<file path="src/hw/pms_pkg.sv">
// register map, field layout, reset values and divider constants of the pll sequencer
// assumes a 32-bit classic wishbone bus with byte addressing
package pms_pkg;

  localparam int          WB_AW          = 4;
  localparam int          WB_DW          = 32;
  localparam int          WB_SW          = 4;

  localparam logic [3:0]  ADDR_CTRL      = 4'h0;
  localparam logic [3:0]  ADDR_MULT      = 4'h4;
  localparam logic [3:0]  ADDR_STAT      = 4'h8;

  localparam int          CTRL_W         = 4;
  localparam int          CTRL_PON_BIT   = 0;
  localparam int          CTRL_TRK_BIT   = 1;
  localparam int          CTRL_BSEL_BIT  = 2;
  localparam int          CTRL_AUTO_BIT  = 3;
  localparam logic [3:0]  CTRL_RST       = 4'h0;

  localparam int          MULT_W         = 12;
  localparam int          MULT_LO_W      = 8;
  localparam logic [11:0] MULT_RST       = 12'h010;

  localparam int          STAT_LOCK_BIT  = 0;
  localparam int          STAT_AUTO_BIT  = 1;
  localparam int          STAT_UP_BIT    = 2;
  localparam int          STAT_DN_BIT    = 3;
  localparam int          STAT_TRK_BIT   = 4;
  localparam int          STAT_CNT_LSB   = 16;

  // vco runs at four times the bus clock
  localparam int          VCO_DIV_W      = 2;
  localparam logic [1:0]  VCO_DIV_LAST   = 2'h3;

  localparam logic [11:0] LOCK_TOL       = 12'h001;
  localparam logic [2:0]  LOCK_HITS      = 3'h3;

  typedef enum logic [0:0]
  {
    LK_UNLOCKED = 1'b0,
    LK_LOCKED   = 1'b1
  } pms_lock_e;

endpackage : pms_pkg

</file>
<file path="src/hw/pms_cmp_if.sv">
// carrier between the sequencer top and its phase comparator
// assumes both ends sit on the same clock
`timescale 1ns/100ps
interface pms_cmp_if #(
  parameter int CNT_W = 12
);
  logic             ref_tick;
  logic             vco_tick;
  logic             run;
  logic [CNT_W-1:0] mult;
  logic [CNT_W-1:0] count;
  logic             up;
  logic             dn;
  logic             done;

  modport cmp (input ref_tick, vco_tick, run, mult, output count, up, dn, done);
  modport ctl (output run, mult, input ref_tick, vco_tick, count, up, dn, done);
endinterface : pms_cmp_if

</file>
<file path="src/hw/pms_edge_det.sv">
// rising edge detector, registered one-cycle pulse
// assumes the input is already synchronous to clk_i
`timescale 1ns/100ps
module pms_edge_det (
  input  wire logic clk_i,
  input  wire logic rst_i,
  input  wire logic ce_i,
  input  wire logic sig_i,
  output logic      rise_o
);
  logic prev_q;

  always_ff @(posedge clk_i)
  begin
    if (rst_i)
    begin
      prev_q <= 1'b0;
      rise_o <= 1'b0;
    end
    else if (ce_i)
    begin
      prev_q <= sig_i;
      rise_o <= sig_i & ~prev_q;
    end
  end
endmodule : pms_edge_det

</file>
<file path="src/hw/pms_phase_cmp.sv">
// counts vco edges over one reference period and compares with the multiplier
// assumes ticks are one-cycle pulses from the edge detectors
`timescale 1ns/100ps
module pms_phase_cmp #(
  parameter int CNT_W = 12
) (
  input  wire logic clk_i,
  input  wire logic rst_i,
  input  wire logic ce_i,
  pms_cmp_if.cmp    cif
);
  logic [CNT_W-1:0] acc_q;
  logic [CNT_W-1:0] acc_inc;

  assign acc_inc = acc_q + {{(CNT_W-1){1'b0}}, 1'b1};

  // one correction per reference period, multiplier taken as integer
  always_ff @(posedge clk_i)
  begin
    if (rst_i)
    begin
      acc_q     <= '0;
      cif.count <= '0;
      cif.up    <= 1'b0;
      cif.dn    <= 1'b0;
      cif.done  <= 1'b0;
    end
    else if (ce_i)
    begin
      cif.done <= 1'b0;
      if (!cif.run)
      begin
        acc_q  <= '0;
        cif.up <= 1'b0;
        cif.dn <= 1'b0;
      end
      else if (cif.ref_tick)
      begin
        acc_q     <= cif.vco_tick ? {{(CNT_W-1){1'b0}}, 1'b1} : '0;
        cif.count <= acc_q;
        cif.up    <= acc_q < cif.mult;
        cif.dn    <= acc_q > cif.mult;
        cif.done  <= 1'b1;
      end
      else if (cif.vco_tick && (acc_inc != '0))
      begin
        acc_q <= acc_inc;
      end
    end
  end
endmodule : pms_phase_cmp

</file>
<file path="src/hw/pms_top.sv">
// manual-mode pll sequencer: control registers, phase comparison, clock select
// assumes a classic wishbone master and reference/vco levels synchronous to clk_i
//
// Chosen here: the placing of the registers and the Wishbone slave port.
`timescale 1ns/100ps

module pms_top
  import pms_pkg::*;
#(
  parameter int CNT_W = MULT_W
) (
  input  wire logic             clk_i,
  input  wire logic             rst_i,
  input  wire logic             ce_i,
  input  wire logic             wb_cyc_i,
  input  wire logic             wb_stb_i,
  input  wire logic             wb_we_i,
  input  wire logic [WB_AW-1:0] wb_adr_i,
  input  wire logic [WB_SW-1:0] wb_sel_i,
  input  wire logic [WB_DW-1:0] wb_dat_i,
  output logic      [WB_DW-1:0] wb_dat_o,
  output logic                  wb_ack_o,
  input  wire logic             ref_clk_i,
  input  wire logic             vco_clk_i,
  output logic                  pll_power_on_o,
  output logic                  filter_tracking_select_o,
  output logic                  pump_up_o,
  output logic                  pump_dn_o,
  output logic                  lock_o,
  output logic                  clk_gen_event_o,
  output logic                  clock_generator_output_o,
  output logic                  bus_clk_en_o
);

  logic [CTRL_W-1:0]    ctrl_q;
  logic [MULT_W-1:0]    mult_q;
  logic [WB_DW-1:0]     rdat_q;
  logic                 ack_q;
  logic [VCO_DIV_W-1:0] vdiv_q;
  logic [2:0]           hits_q;
  pms_lock_e            lock_q;
  pms_lock_e            lock_d;
  logic                 req;
  logic                 wr;
  logic                 pon;
  logic                 track_bit;
  logic                 bsel;
  logic                 auto_md;
  logic                 pll_src;
  logic [CNT_W-1:0]     err;
  logic                 in_tol;
  logic [WB_DW-1:0]     stat_word;

  pms_cmp_if #(.CNT_W(CNT_W)) cmp_if ();

  pms_edge_det u_ref_edge (
    .clk_i  (clk_i),
    .rst_i  (rst_i),
    .ce_i   (ce_i),
    .sig_i  (ref_clk_i),
    .rise_o (cmp_if.ref_tick)
  );

  pms_edge_det u_vco_edge (
    .clk_i  (clk_i),
    .rst_i  (rst_i),
    .ce_i   (ce_i),
    .sig_i  (vco_clk_i),
    .rise_o (cmp_if.vco_tick)
  );

  pms_phase_cmp #(.CNT_W(CNT_W)) u_cmp (
    .clk_i (clk_i),
    .rst_i (rst_i),
    .ce_i  (ce_i),
    .cif   (cmp_if.cmp)
  );

  assign pon       = ctrl_q[CTRL_PON_BIT];
  assign track_bit = ctrl_q[CTRL_TRK_BIT];
  assign bsel      = ctrl_q[CTRL_BSEL_BIT];
  assign auto_md   = ctrl_q[CTRL_AUTO_BIT];
  assign pll_src   = bsel & pon;

  assign cmp_if.run  = pon;
  assign cmp_if.mult = mult_q;

  // wishbone: request taken in its first cycle, ack one cycle later
  assign req = wb_cyc_i & wb_stb_i & ~ack_q;
  assign wr  = req & wb_we_i;

  always_ff @(posedge clk_i)
  begin
    if (rst_i)
    begin
      ack_q <= 1'b0;
    end
    else if (ce_i)
    begin
      ack_q <= req;
    end
  end

  // control bits are plain storage; power-on order is up to software
  always_ff @(posedge clk_i)
  begin
    if (rst_i)
    begin
      ctrl_q <= CTRL_RST;
    end
    else if (ce_i && wr && (wb_adr_i == ADDR_CTRL) && wb_sel_i[0])
    begin
      ctrl_q <= wb_dat_i[CTRL_W-1:0];
    end
  end

  // multiplier must already be rounded to an integer by software
  always_ff @(posedge clk_i)
  begin
    if (rst_i)
    begin
      mult_q <= MULT_RST;
    end
    else if (ce_i && wr && (wb_adr_i == ADDR_MULT))
    begin
      if (wb_sel_i[0])
      begin
        mult_q[MULT_LO_W-1:0] <= wb_dat_i[MULT_LO_W-1:0];
      end
      if (wb_sel_i[1])
      begin
        mult_q[MULT_W-1:MULT_LO_W] <= wb_dat_i[MULT_W-1:MULT_LO_W];
      end
    end
  end

  always_comb
  begin
    stat_word                            = '0;
    stat_word[STAT_LOCK_BIT]             = lock_o;
    stat_word[STAT_AUTO_BIT]             = auto_md;
    stat_word[STAT_UP_BIT]               = cmp_if.up;
    stat_word[STAT_DN_BIT]               = cmp_if.dn;
    stat_word[STAT_TRK_BIT]              = filter_tracking_select_o;
    stat_word[STAT_CNT_LSB +: CNT_W]     = cmp_if.count;
  end

  // unmapped addresses are acked and read as zero
  always_ff @(posedge clk_i)
  begin
    if (rst_i)
    begin
      rdat_q <= '0;
    end
    else if (ce_i && req)
    begin
      case (wb_adr_i)
        ADDR_CTRL: rdat_q <= {{(WB_DW-CTRL_W){1'b0}}, ctrl_q};
        ADDR_MULT: rdat_q <= {{(WB_DW-MULT_W){1'b0}}, mult_q};
        ADDR_STAT: rdat_q <= stat_word;
        default:   rdat_q <= '0;
      endcase
    end
  end

  assign wb_ack_o = ack_q;
  assign wb_dat_o = rdat_q;

  assign err    = (cmp_if.count >= mult_q) ? (cmp_if.count - mult_q) : (mult_q - cmp_if.count);
  assign in_tol = err <= LOCK_TOL;

  // lock detection runs only in automatic mode
  always_comb
  begin
    lock_d = lock_q;
    case (lock_q)
      LK_UNLOCKED:
      begin
        if (cmp_if.done && in_tol && (hits_q == LOCK_HITS))
        begin
          lock_d = LK_LOCKED;
        end
      end
      LK_LOCKED:
      begin
        if (cmp_if.done && !in_tol)
        begin
          lock_d = LK_UNLOCKED;
        end
      end
      default:
      begin
        lock_d = LK_UNLOCKED;
      end
    endcase
    if (!auto_md || !pon)
    begin
      lock_d = LK_UNLOCKED;
    end
  end

  always_ff @(posedge clk_i)
  begin
    if (rst_i)
    begin
      lock_q <= LK_UNLOCKED;
      hits_q <= '0;
    end
    else if (ce_i)
    begin
      lock_q <= lock_d;
      if (!auto_md || !pon || (cmp_if.done && !in_tol))
      begin
        hits_q <= '0;
      end
      else if (cmp_if.done && (hits_q != LOCK_HITS))
      begin
        hits_q <= hits_q + 3'h1;
      end
    end
  end

  // lock and event outputs are gated so manual mode never shows either
  always_ff @(posedge clk_i)
  begin
    if (rst_i)
    begin
      lock_o          <= 1'b0;
      clk_gen_event_o <= 1'b0;
    end
    else if (ce_i)
    begin
      lock_o          <= auto_md & (lock_d == LK_LOCKED);
      clk_gen_event_o <= auto_md & (lock_d != lock_q);
    end
  end

  // filter mode and charge pump
  always_ff @(posedge clk_i)
  begin
    if (rst_i)
    begin
      pll_power_on_o           <= 1'b0;
      filter_tracking_select_o <= 1'b0;
      pump_up_o                <= 1'b0;
      pump_dn_o                <= 1'b0;
    end
    else if (ce_i)
    begin
      pll_power_on_o           <= pon;
      filter_tracking_select_o <= auto_md ? (lock_d == LK_LOCKED) : track_bit;
      pump_up_o                <= pon & cmp_if.done & cmp_if.up;
      pump_dn_o                <= pon & cmp_if.done & cmp_if.dn;
    end
  end

  // vco divided by four gives the bus clock
  always_ff @(posedge clk_i)
  begin
    if (rst_i)
    begin
      vdiv_q <= '0;
    end
    else if (ce_i)
    begin
      if (!pon)
      begin
        vdiv_q <= '0;
      end
      else if (cmp_if.vco_tick)
      begin
        vdiv_q <= vdiv_q + 2'h1;
      end
    end
  end

  // clock select is not glitch free: output follows the new source at once
  always_ff @(posedge clk_i)
  begin
    if (rst_i)
    begin
      clock_generator_output_o <= 1'b0;
      bus_clk_en_o             <= 1'b0;
    end
    else if (ce_i)
    begin
      clock_generator_output_o <= pll_src ? vdiv_q[VCO_DIV_W-1] : ref_clk_i;
      bus_clk_en_o             <= pll_src ? (cmp_if.vco_tick & (vdiv_q == VCO_DIV_LAST))
                                          : cmp_if.ref_tick;
    end
  end

endmodule : pms_top

</file>
<file path="config.mk">
export PLATFORM = sky130hd
export DESIGN_NAME = pms_top
export DESIGN_NICKNAME = d
export VERILOG_FILES = /design/src/hw/pms_pkg.sv /design/src/hw/pms_cmp_if.sv /design/src/hw/pms_edge_det.sv /design/src/hw/pms_phase_cmp.sv /design/src/hw/pms_top.sv
export SDC_FILE = /design/constraint.sdc
export NUM_CORES = 1
export LEC_CHECK = 0
export ABC_CLOCK_PERIOD_IN_PS = 8000
export BUFFER_PORTS_ARGS = -buffer_cell sky130_fd_sc_hd__buf_2
export CELL_PAD_IN_SITES_DETAIL_PLACEMENT = 1
export CELL_PAD_IN_SITES_GLOBAL_PLACEMENT = 1
export CORE_MARGIN = 2
export CORE_UTILIZATION = 45
export DETAILED_ROUTE_END_ITERATION = 8
export PLACE_DENSITY_LB_ADDON = 0.15
export SLEW_MARGIN = 30
export SYNTH_ARGS = -nofsm -noshare
export SYNTH_HDL_FRONTEND = slang
export SYNTH_SLANG_ARGS = --single-unit
</file>
<file path="constraint.sdc">
create_clock -name clk_i -period 8 [get_ports clk_i]
set_input_delay 0.8 -clock clk_i [delete_from_list [all_inputs] [get_ports clk_i]]
set_output_delay 0.8 -clock clk_i [all_outputs]
set_load 0.005 [all_outputs]
</file>
==> results of run 1 <==
power by group:
part           switching [mW]  leakage [nW]  internal [mW]
Sequential            0.00312         0.694          0.431
Combinational          0.0246          1.55         0.0137
Clock                   0.178         0.163          0.293
cell families (layout without fill, tap and decap cells):
| group | count (synthesis) | after routing | synth area share (%) |
|---|---|---|---|
| AOI/OAI and AO/OA | 167 | 167 | 21.1 |
| adders and majority gates | 41 | 41 | 10.2 |
| DFF | 86 | 86 | 33.2 |
| xor gates and xnor gates | 9 | 9 | 1.52 |
| other | 1 | 8 | 0.0722 |
| buffers and inverters | 87 | 116 | 7.04 |
| and+or+nand+nor | 233 | 233 | 22.5 |
| muxes | 23 | 23 | 4.46 |
cell type report:
class / count / area share, %
clock inverter: 4 / 1.33
timing repair buffer: 60 / 5.24
tap: 143 / 3.07
sequential: 86 / 29.6
clock buffer: 12 / 4.41
inverter: 40 / 2.58
multi-input combinational: 481 / 53.8
worst max-delay path by stage:
stage / to / from / cells after the start
floorplan: filter_tracking_select_o / cmp_if.mult[1] / 11
global placement: cmp_if.mult[4] / ce_i / 8
detailed placement: filter_tracking_select_o / cmp_if.mult[7] / 11
CTS: filter_tracking_select_o / cmp_if.mult[7] / 11
global route: hits_q[0] / cmp_if.mult[7] / 11
finish: filter_tracking_select_o / cmp_if.mult[7] / 11
per-stage QoR:
step / hold WS [ns] / power (mW)
6_report: 0.467 / 0.943
5_1_grt: 0.502 / 0.977
4_1_cts: 0.473 / 0.954
3_5_place_dp: 0.462 / 0.482
3_3_place_gp: 0.457 / 0.481
2_1_floorplan: 0.449 / 0.470
layout by cell type, fill, tap and decap left out, drive strengths merged, types with 4 or more instances in the layout:
master,instances
a21o,13
buf,60
nor2,59
nand4,15
ha,39
o21ai,27
xnor2,7
and2,4
a311oi,6
nor4,5
o22ai,4
clkbuf,12
conb,8
dfxtp,86
a22oi,24
a21oi,57
mux2i,22
and3,7
nand2b,12
nor3,9
or3,6
nand3,16
inv,41
nand2,75
nor2b,8
a22o,4
critical path, cell delays in order, from the launching register on:
cell       delay, ns
dfxtp_1         0.46
inv_1           0.14
ha_1            0.56
a21oi_1         0.25
o21ai_1         0.14
a2111oi_2       0.72
mux2i_1         0.34
xnor2_1         0.10
a21oi_1         0.22
nand4_4         0.23
o211a_4         0.34
a211oi_2        0.18
layer usage:
layer	share of wire [%]	global-route usage, %
met2	49	42.0
met4	3.6	12.3
met1	44	31.6
met5	0	0
met3	2.9	3.05
registers in the layout (all words and copies together) (netlist names):
| signal | count |
|---|---|
| clk_gen_event_o | 1 |
| clock_generator_output_o | 1 |
| u_ref_edge.prev_q | 1 |
| wb_dat_o | 24 |
| pump_dn_o | 1 |
| u_cmp.cif.up | 1 |
| pll_power_on_o | 1 |
| u_cmp.cif.done | 1 |
| cmp_if.mult | 12 |
| u_cmp.cif.dn | 1 |
| pump_up_o | 1 |
| bus_clk_en_o | 1 |
| u_cmp.cif.count | 12 |
| u_ref_edge.rise_o | 1 |
| lock_q | 1 |
| filter_tracking_select_o | 1 |
| vdiv_q | 2 |
| hits_q | 3 |
| ctrl_q | 4 |
| u_vco_edge.rise_o | 1 |
| u_vco_edge.prev_q | 1 |
| lock_o | 1 |
| u_cmp.acc_q | 12 |
| wb_ack_o | 1 |
cell usage after synthesis (14+ instances only):
cell type	n	area [sq um]
nand3_1	16	80.1
nand2_1	75	282
a21oi_1	56	280
dfxtp_1	86	1720
mux2i_1	22	220
a22oi_1	24	180
o21ai_0	20	100
nor2_1	59	221
ha_1	39	488
nand4_1	14	87.6
clkbuf_1	33	124
inv_1	39	146
==> summary.md, run 1 <==
| Metric | Value |
|---|---|
| First-pass DRT Iterations | `5` |
| TritonCTS clock tree | `built` |
| Routability congestion estimate | `0.909` |
| Setup Viol. Count Final | `0` |
| Hold path endpoint | `pump_up_o` |
| Leakage | `2.41 nW` |
| Pwr Density | `162 mW/mm^2` |
| Fin util | `51.4%` |
| Chip Height | `111 um` |
| Seq/Total Area, Yosys | `33.2%` |
| Area Overhead vs Synth | `12.1%` |
| Register bit total from synthesis | `86` |
| Status | `finished, final reports clean` |
| VDD IR max | `0.110 mV` |
| Number of cells after detailed placement | `810` |
| Io pins | `89` |
| Async S/R FF share, synth | `0%` |
| Setup TNS | `0 ns` |
| Post-CTS Hold Buffers | `0` |
| Gr usage total | `24.9%` |
| Clock sink count | `86` |
| CP required | `8.26 ns` |
| Final period util | `47.3%` |
| # DRC | `0` |
| Vias in the first global route | `5012` |
| Synth Cell Area | `0.00519 sq mm` |
| Class of the worst hold path | `reg -> reg` |
| Worst hold path depth | `2` |
| Routed Wire Length | `15100 um` |
| Antenna diodes | `0` |
| Iter 0 DRT Violations | `210` |
| Multi-input logic area | `0.00313 sq mm` |
| Ys Warns | `0` |
| Worst slack at placement | `4.28 ns` |
| CTS Buf Count | `9` |
| Post-CTS Setup Repair Bufs | `0` |
| Core area | `0.0113 sq mm` |
| Reg2Reg Setup Slack | `4.22 ns` |
| Slew @ Worst Pin | `0.949 ns` |
| Post-route non-filler standard cell count | `826` |
| Global-route wire length before repair | `25100 um` |
| Distinct cells, synth | `67` |
| Worst-path fanout max | `17` |
| Reg-to-reg endpoint | `filter_tracking_select_o` |
| Slew margin rel. | `36.7%` |
| Predominant post-synthesis flop cell | `dfxtp_1` |
| Reg clk slew, reported paths | `0.06 ns` |
| Antenna viol nets, final | `0` |
| Design Area, Final | `0.00582 sq mm` |
| Critical path endpoint category | `flop` |
| Minimum clock period | `3.78 ns` |
| Root Driver | `clkbuf_16` |
| Layout Nets | `767` |
| Maxcap violations | `0` |
| Worst hold path startpoint | `pump_up_o` |
| Detailed-route via count | `4845` |
| Avg Cell Area, Syn | `8.03 sq um` |
| Proportion of layout cells with a drive suffix above 1 | `12.6%` |
| Hpwl dp | `11100 um` |
| Worst r2r path cells | `11` |
| Die ar. | `0.0124 sq mm` |
| Crit start category | `flop` |
| Placed inst area | `0.00549 sq mm` |
| GRT overflow | `0` |
| Initial Util | `45.9%` |
| Worst setup margin | `4.22 ns` |
| Clock buffer depth | `2` |
| Critical path type | `reg -> reg` |
| FMAX | `264 MHz` |
| Initial antenna violation count | `0` |
| Worst reg2reg startpoint | `cmp_if.mult[7]` |
| Layout Skew | `0.00793 ns` |
| Critical path arrival | `4.04 ns` |
| Max-slew violations | `0` |
| WL/cell | `18.3 um` |
| Vias per inst | `5.87` |
| Pin count of the biggest net entering global routing | `88` |
| Register Area | `0.00172 sq mm` |
| Number of synthesized flops with an enable pin | `0` |
| Cell count after synthesis | `647` |
| Unrepaired setup endpoints after global routing | `no` |
| Skew-Pair Late Insertion Delay | `0.35 ns` |
| Fillers | `1397` |
| Die width | `111 um` |
| Post-cts sizing count | `0` |
| Hold Fails Final Rpt | `0` |
| Cell row count | `39` |
| Port Buffers | `58` |
| Htree depth | `3` |
No activity file was read; power rests on OpenSTA's default activity.
==> run 2, diff against run 1 <==
Settings changed: ABC_AREA from default to 1, ABC_CLOCK_PERIOD_IN_PS 8000 to 3770, CORE_UTILIZATION 45 to 40.
Clock period 8 ns to 3.77 ns, I/O delays scaled along.
==> summary.md, run 2 <==
| Metric | Value |
|---|---|
| Status | `finished, final reports clean` |
| Reg clk slew, reported paths | `0.07 ns (about the same)` |
| CP required | `4.00 ns (-4.26 ns)` |
| Distinct cells, synth | `40 (-40%)` |
| Crit start category | `flop` |
| XOR/XNOR Fraction of Synth Area | `2.28% (+0.76 points)` |
| Pwr Density | `325 mW/mm^2 (+100%)` |
| Final period util | `79.4% (+32 points)` |
| Number of cells after detailed placement | `1014 (+25%)` |
| Number of synthesized flops with an enable pin | `0 (unchanged)` |
| Critical path endpoint category | `flop` |
| Post-route non-filler standard cell count | `1029 (+25%)` |
| Global-route wire length before repair | `26400 um (+5.0%)` |
| Setup TNS | `0 ns (unchanged)` |
| # DRC | `0 (unchanged)` |
| Vias per inst | `5.20 (-11%)` |
| Maxcap violations | `0 (unchanged)` |
| Top-count cell post-synth | `nand2_1` |
| Cell row count | `42 (+7.7%)` |
| Mux contribution to synthesized area | `0% (-4.5 points)` |
| Initial antenna violation count | `0 (unchanged)` |
| Critical path type | `reg -> reg` |
| Io pins | `89 (unchanged)` |
| Async S/R FF share, synth | `0% (unchanged)` |
| Antenna diodes | `0 (unchanged)` |
| Register bit total from synthesis | `86 (unchanged)` |
| Minimum clock period | `2.99 ns (-0.791 ns)` |
| Slew margin rel. | `39.1% (+2.3 points)` |
| Unrepaired setup endpoints after global routing | `no` |
| Design Area, Final | `0.00607 sq mm (+4.3%)` |
| First-pass DRT Iterations | `4 (-1)` |
| Detailed-route via count | `5352 (+10%)` |
| Proportion of layout cells with a drive suffix above 1 | `12.2% (-0.40 points)` |
| GRT overflow | `0 (unchanged)` |
| Port Buffers | `58 (unchanged)` |
| Compound-cell area share of the yosys netlist | `14.8% (-6.2 points)` |
| Synth top cells by count | `nand2_1 (222), inv_1 (102), a21oi_1 (93), dfxtp_1 (86), nand3_1 (58)` |
| CTS Buf Count | `9 (unchanged)` |
| Post-cts sizing count | `0 (unchanged)` |
| Met1 Wirelength | `7530 um (+12%)` |
| Post-CTS Setup Repair Bufs | `0 (unchanged)` |
| Hold path endpoint | `cmp_if.mult[4]` |
| Setup Viol. Count Final | `0 (unchanged)` |
| Max-slew violations | `0 (unchanged)` |
| Reg-to-reg endpoint | `hits_q[2]` |
| Fin Hold WS | `0.284 ns (-0.183 ns)` |
| DR WL met3 | `415 um (-5.9%)` |
| Die width | `120 um (+7.7%)` |
| Iter 0 DRT Violations | `193 (-8.1%)` |
| Reg2Reg Setup Slack | `0.78 ns (-3.44 ns)` |
| Worst reg2reg startpoint | `u_cmp.cif.count[0]` |
| Worst-path fanout max | `7 (-10)` |
| Routability congestion estimate | `0.902 (-0.81%)` |
| Post-Synth Simple-Gate Area | `30.1% (+7.6 points)` |
| Core area | `0.0132 sq mm (+17%)` |
| Post-CTS Hold Buffers | `0 (unchanged)` |
| Skew-Pair Late Insertion Delay | `0.33 ns (-0.02 ns)` |
| Vias in the first global route | `5319 (+6.1%)` |
| Initial Util | `40.8% (-5.0 points)` |
| Seq/Total Area, Yosys | `32.0% (-1.2 points)` |
| Predominant post-synthesis flop cell | `dfxtp_1` |
| Adder-cell share of the synthesized area | `9.80% (-0.37 points)` |
| Routed Wire Length | `16400 um (+8.4%)` |
| Gr usage total | `22.8% (-2.1 points)` |
| Synth top area share | `32.0% (-1.2 points)` |
| Pin count of the biggest net entering global routing | `55 (-38%)` |
| FMAX | `334 MHz (+26%)` |
| Most frequent cells in the layout | `nand2_1 (222), inv_1 (101), a21oi_1 (93)` |
| Hpwl dp | `12900 um (+17%)` |
| Hold Fails Final Rpt | `0 (unchanged)` |
| Placed inst area | `0.00576 sq mm (+5.0%)` |
| Class of the worst hold path | `in -> reg` |
| TritonCTS clock tree | `built` |
| Fin util | `46.0% (-5.4 points)` |
| Die ar. | `0.0144 sq mm (+16%)` |
| Metal2 WL | `8200 um (+10%)` |
| VDD IR max | `0.257 mV (+130%)` |
| Layout Skew | `0.00946 ns (+0.00153 ns)` |
| Ys Warns | `0 (unchanged)` |
| Avg Cell Area, Syn | `6.72 sq um (-16%)` |
| Antenna viol nets, final | `0 (unchanged)` |
| Root Driver | `clkbuf_16` |
| Largest family of logic cells by synthesized area | `simple AND/OR/NAND/NOR gates` |
| Worst hold path startpoint | `wb_dat_i[4]` |
| Critical path arrival | `3.22 ns (-0.82 ns)` |
| Top Metal Used | `met4` |
| Leakage | `2.84 nW (+18%)` |
| Layout Nets | `938 (+22%)` |
| Chip Height | `120 um (+7.7%)` |
| Most common cell after layout, fill and taps aside | `nand2_1` |
| Yosys top cell by area | `dfxtp_1` |
| Top post-synthesis cells by area | `dfxtp_1 (32%), nand2_1 (15%), ha_1 (9.1%)` |
| Clock buffer depth | `2 (unchanged)` |
| Worst r2r path cells | `20 (+9)` |
| Cell count after synthesis | `802 (+24%)` |
| Synth Cell Area | `0.00539 sq mm (+3.8%)` |
| Largest register FFs | `24 (unchanged)` |
| Htree depth | `3 (unchanged)` |
| Area Overhead vs Synth | `12.7%` |
| WL/cell | `15.9 um (-13%)` |
| Slew @ Worst Pin | `0.909 ns (-0.0405 ns)` |
| Clock sink count | `86 (unchanged)` |
| Worst hold path depth | `3 (+1)` |
==> run 2: worst max-delay path by stage <==
| stage | start | to | slack, ns |
|---|---|---|---|
| 6_report | u_cmp.cif.count[0] | hits_q[2] | 0.78 |
| 3_3_place_gp | cmp_if.mult[1] | clk_gen_event_o | 0.90 |
| 4_1_cts | cmp_if.mult[1] | hits_q[2] | 0.82 |
| 3_5_place_dp | cmp_if.mult[1] | hits_q[2] | 0.82 |
| 5_1_grt | u_cmp.cif.count[0] | clk_gen_event_o | 0.60 |
| 2_1_floorplan | u_cmp.cif.count[0] | hits_q[0] | 1.42 |
==> run 2: per-stage QoR <==
stage | setup slack, ns | power, mW
after floorplan | 1.42 | 1.02
after detailed placement | 0.822 | 1.06
after CTS | 0.821 | 2.00
final | 0.777 | 1.97
after global routing | 0.598 | 2.05
after global placement | 0.903 | 1.05
==> run 2: critical path, cell delays in order (launching register included) <==
cell	delay, ns
dfxtp_1	0.34
inv_1	0.09
ha_1	0.15
inv_1	0.08
fa_1	0.48
nand2_2	0.13
nand3_1	0.11
nand2_1	0.11
inv_1	0.05
nor2_2	0.27
nand2_1	0.16
nand2_1	0.10
nand2_1	0.07
nand3_2	0.08
nor2_2	0.04
nand2_2	0.12
nand2_4	0.11
o211ai_4	0.13
nand3_1	0.10
nand2_1	0.08
nor2_1	0.06
==> run 2: layer usage <==
layer / global-route usage, % / up-vias
li1: - / 2672
met1: 28.7 / 2594
met2: 40.3 / 65
met3: 4.33 / 21
met4: 4.93 / 0
met5: 0 / -
==> run 2: kinds of logic after synthesis <==
logic type	after synthesis
and+or+nand+nor	374
AOI/OAI and AO/OA	148
adders and majority gates	41
buffers and inverters	138
DFF	86
xor gates and xnor gates	14
other	1
==> run 2: area by class of cell <==
| type | count | area, sq um |
|---|---|---|
| Inverter | 105 | 394 |
| Clock buffer | 10 | 229 |
| Sequential cell | 86 | 1720 |
| Tap cell | 176 | 220 |
| Timing Repair Buffer | 62 | 320 |
| Clock inverter | 5 | 83.8 |
| Fill cell | 1771 | 7120 |
| Multi-Input combinational cell | 585 | 3100 |
==> run 2: where the power goes <==
part           switching (mW)  leakage (nW)  internal (mW)
Combinational          0.0731          2.00         0.0354
Sequential             0.0100         0.695          0.917
Clock                   0.359         0.145          0.579
==> run 3, diff against run 2 <==
Settings changed: ABC_CLOCK_PERIOD_IN_PS 3770 to 2900.
Clock period 3.77 ns to 2.9 ns, I/O delays scaled along.
==> summary.md, run 3 (synthesis results as in run 2) <==
| Metric | Value |
|---|---|
| Pwr Density | `388 mW/mm^2 (+19%)` |
| Vias per inst | `5.20 (about the same)` |
| Worst reg2reg startpoint | `u_cmp.cif.count[0]` |
| Critical Path End | `hits_q[1]` |
| Largest register FFs | `24 (unchanged)` |
| Routability congestion estimate | `0.907 (+0.53%)` |
| Reg clk slew, reported paths | `0.06 ns (about the same)` |
| Layout Skew | `0.00709 ns (-0.00238 ns)` |
| Design Area, Final | `0.00622 sq mm (+2.3%)` |
| Minimum clock period | `2.71 ns (-0.284 ns)` |
| Post-CTS Hold Buffers | `0 (unchanged)` |
| Die width | `120 um (unchanged)` |
| Critical path arrival | `2.95 ns (-0.27 ns)` |
| Most frequent cells in the layout | `nand2_1 (218), inv_1 (98), a21oi_1 (93)` |
| Io pins | `89 (unchanged)` |
| Vias in the first global route | `5438 (+2.2%)` |
| Setup Viol. Count Final | `0 (unchanged)` |
| Final period util | `93.4% (+14 points)` |
| Root Driver | `clkbuf_16` |
| Slew margin rel. | `59.6% (+21 points)` |
| Crit start category | `flop` |
| Placed inst area | `0.00584 sq mm (+1.4%)` |
| Beginning of the critical path | `u_cmp.cif.count[0]` |
| Htree depth | `3 (unchanged)` |
| Initial antenna violation count | `0 (unchanged)` |
| Area Overhead vs Synth | `15.4%` |
| # DRC | `0 (unchanged)` |
| TritonCTS clock tree | `built` |
| Power, Total | `2.41 mW (+22%)` |
| WL/cell | `16.0 um (+0.72%)` |
| Critical path type | `reg -> reg` |
| Detailed-route via count | `5406 (+1.0%)` |
| Proportion of layout cells with a drive suffix above 1 | `16.0% (+3.8 points)` |
| Max-slew violations | `0 (unchanged)` |
| Core area | `0.0132 sq mm (unchanged)` |
| VDD IR max | `0.376 mV (+46%)` |
| CTS Buf Count | `9 (unchanged)` |
| Iter 0 DRT Violations | `195 (+1.0%)` |
| First-pass DRT Iterations | `4 (unchanged)` |
| Initial Util | `40.8% (unchanged)` |
| Cell row count | `42 (unchanged)` |
| Status | `finished, final reports clean` |
| Worst-path fanout max | `7 (unchanged)` |
| Hpwl dp | `13200 um (+1.7%)` |
| Antenna diodes | `0 (unchanged)` |
| Leakage | `2.89 nW (+1.7%)` |
| Die ar. | `0.0144 sq mm (unchanged)` |
| Clock buffer depth | `2 (unchanged)` |
| Slew @ Worst Pin | `0.607 ns (-0.302 ns)` |
| Class of the worst hold path | `in -> reg` |
| Worst r2r path cells | `21 (+5.0%)` |
| Setup TNS | `0 ns (unchanged)` |
| Most common cell after layout, fill and taps aside | `nand2_1` |
| Hold Fails Final Rpt | `0 (unchanged)` |
| Critical path endpoint category | `flop` |
| Maxcap violations | `0 (unchanged)` |
| Port Buffers | `58 (unchanged)` |
| Chip Height | `120 um (unchanged)` |
| Gr usage total | `23.8% (+1.0 points)` |
| Fillers | `1762 (-0.51%)` |
| GRT overflow | `0 (unchanged)` |
| Skew-Pair Late Insertion Delay | `0.35 ns (+0.02 ns)` |
| Reg2Reg Setup Slack | `0.19 ns (-0.59 ns)` |
| Antenna viol nets, final | `0 (unchanged)` |
| Reg-to-reg endpoint | `hits_q[1]` |
| FMAX | `369 MHz (+10%)` |
| Global-route wire length before repair | `27100 um (+2.9%)` |
| Layout Nets | `950 (+1.3%)` |
| Clock sink count | `86 (unchanged)` |
| Pin count of the biggest net entering global routing | `55 (unchanged)` |
| Routed Wire Length | `16700 um (+1.8%)` |
| CP required | `3.14 ns (-0.86 ns)` |
## run 3: critical path, stage by stage, from the launching register on
cell and delay [ns]:
dfxtp_2 0.34, inv_2 0.07, ha_1 0.14, inv_1 0.08
fa_2 0.37, nand2_2 0.11, nand3_2 0.10, nand2_2 0.11
inv_1 0.07, nor2_4 0.20, buf_4 0.16, nand2_1 0.04
nand2_1 0.06, inv_1 0.04, nand3_2 0.07, nor2_2 0.04
nand2_2 0.13, nand2_4 0.11, o211ai_4 0.13, nand3_1 0.11
nand2_1 0.07, nor2_1 0.03
## run 3: worst min-delay path by stage
stage / start / end / depth (start not counted)
floorplan: wb_dat_i[4] / cmp_if.mult[4] / 2
global placement: wb_dat_o[10] / wb_dat_o[10] / 2
detailed placement: wb_dat_o[25] / wb_dat_o[25] / 2
CTS: wb_dat_i[4] / cmp_if.mult[4] / 3
global route: wb_dat_i[4] / cmp_if.mult[4] / 3
finish: wb_dat_i[4] / cmp_if.mult[4] / 3
## run 3: layer usage
metal	share of wire (%)	vias up	track usage, %
met3	3.3	23	4.33
met1	45	2606	30.2
met2	49	85	40.9
li1	-	2692	-
met4	2.1	0	7.50
met5	0	-	0
## run 3: area by class of cell
cell class / count / area (sq um) / share of cell area, %
clock inverters: 4 / 25.0 / 0.403
flip-flops and latches: 86 / 1730 / 27.8
repair buffers: 74 / 410 / 6.60
multi-input cells: 585 / 3200 / 51.5
inverters: 105 / 394 / 6.34
well taps: 176 / 220 / 3.54
clock buffers: 10 / 239 / 3.84
## run 3: metrics by stage
| stage | utilization (%) | cells | worst slack (ns) | hold slack [ns] |
|---|---|---|---|---|
| after floorplan | - | 809 | 0.555 | 0.420 |
| after global placement | 44.3 | 1025 | 0.104 | 0.450 |
| after detailed placement | 44.3 | 1025 | -0.0182 | 0.454 |
| after CTS | 46.3 | 1039 | 0.0515 | 0.172 |
| after global routing | 47.1 | 1040 | -0.000654 | 0.183 |
| final | 47.1 | 1040 | 0.191 | 0.182 |
## run 3: timing repair
item                       4_1_cts  5_1_grt
setup endpoints to repair        4        7
hold endpoints to repair         0        0
buffers inserted                 0        1
pin swaps                        0        3
resized for setup                2       26
## run 3: power by group
part           internal (mW)  total, mW  switching (mW)
Sequential              1.19       1.21          0.0129
Clock                  0.591       1.07           0.476
Combinational         0.0474      0.141          0.0940
Total                   1.83       2.41           0.583
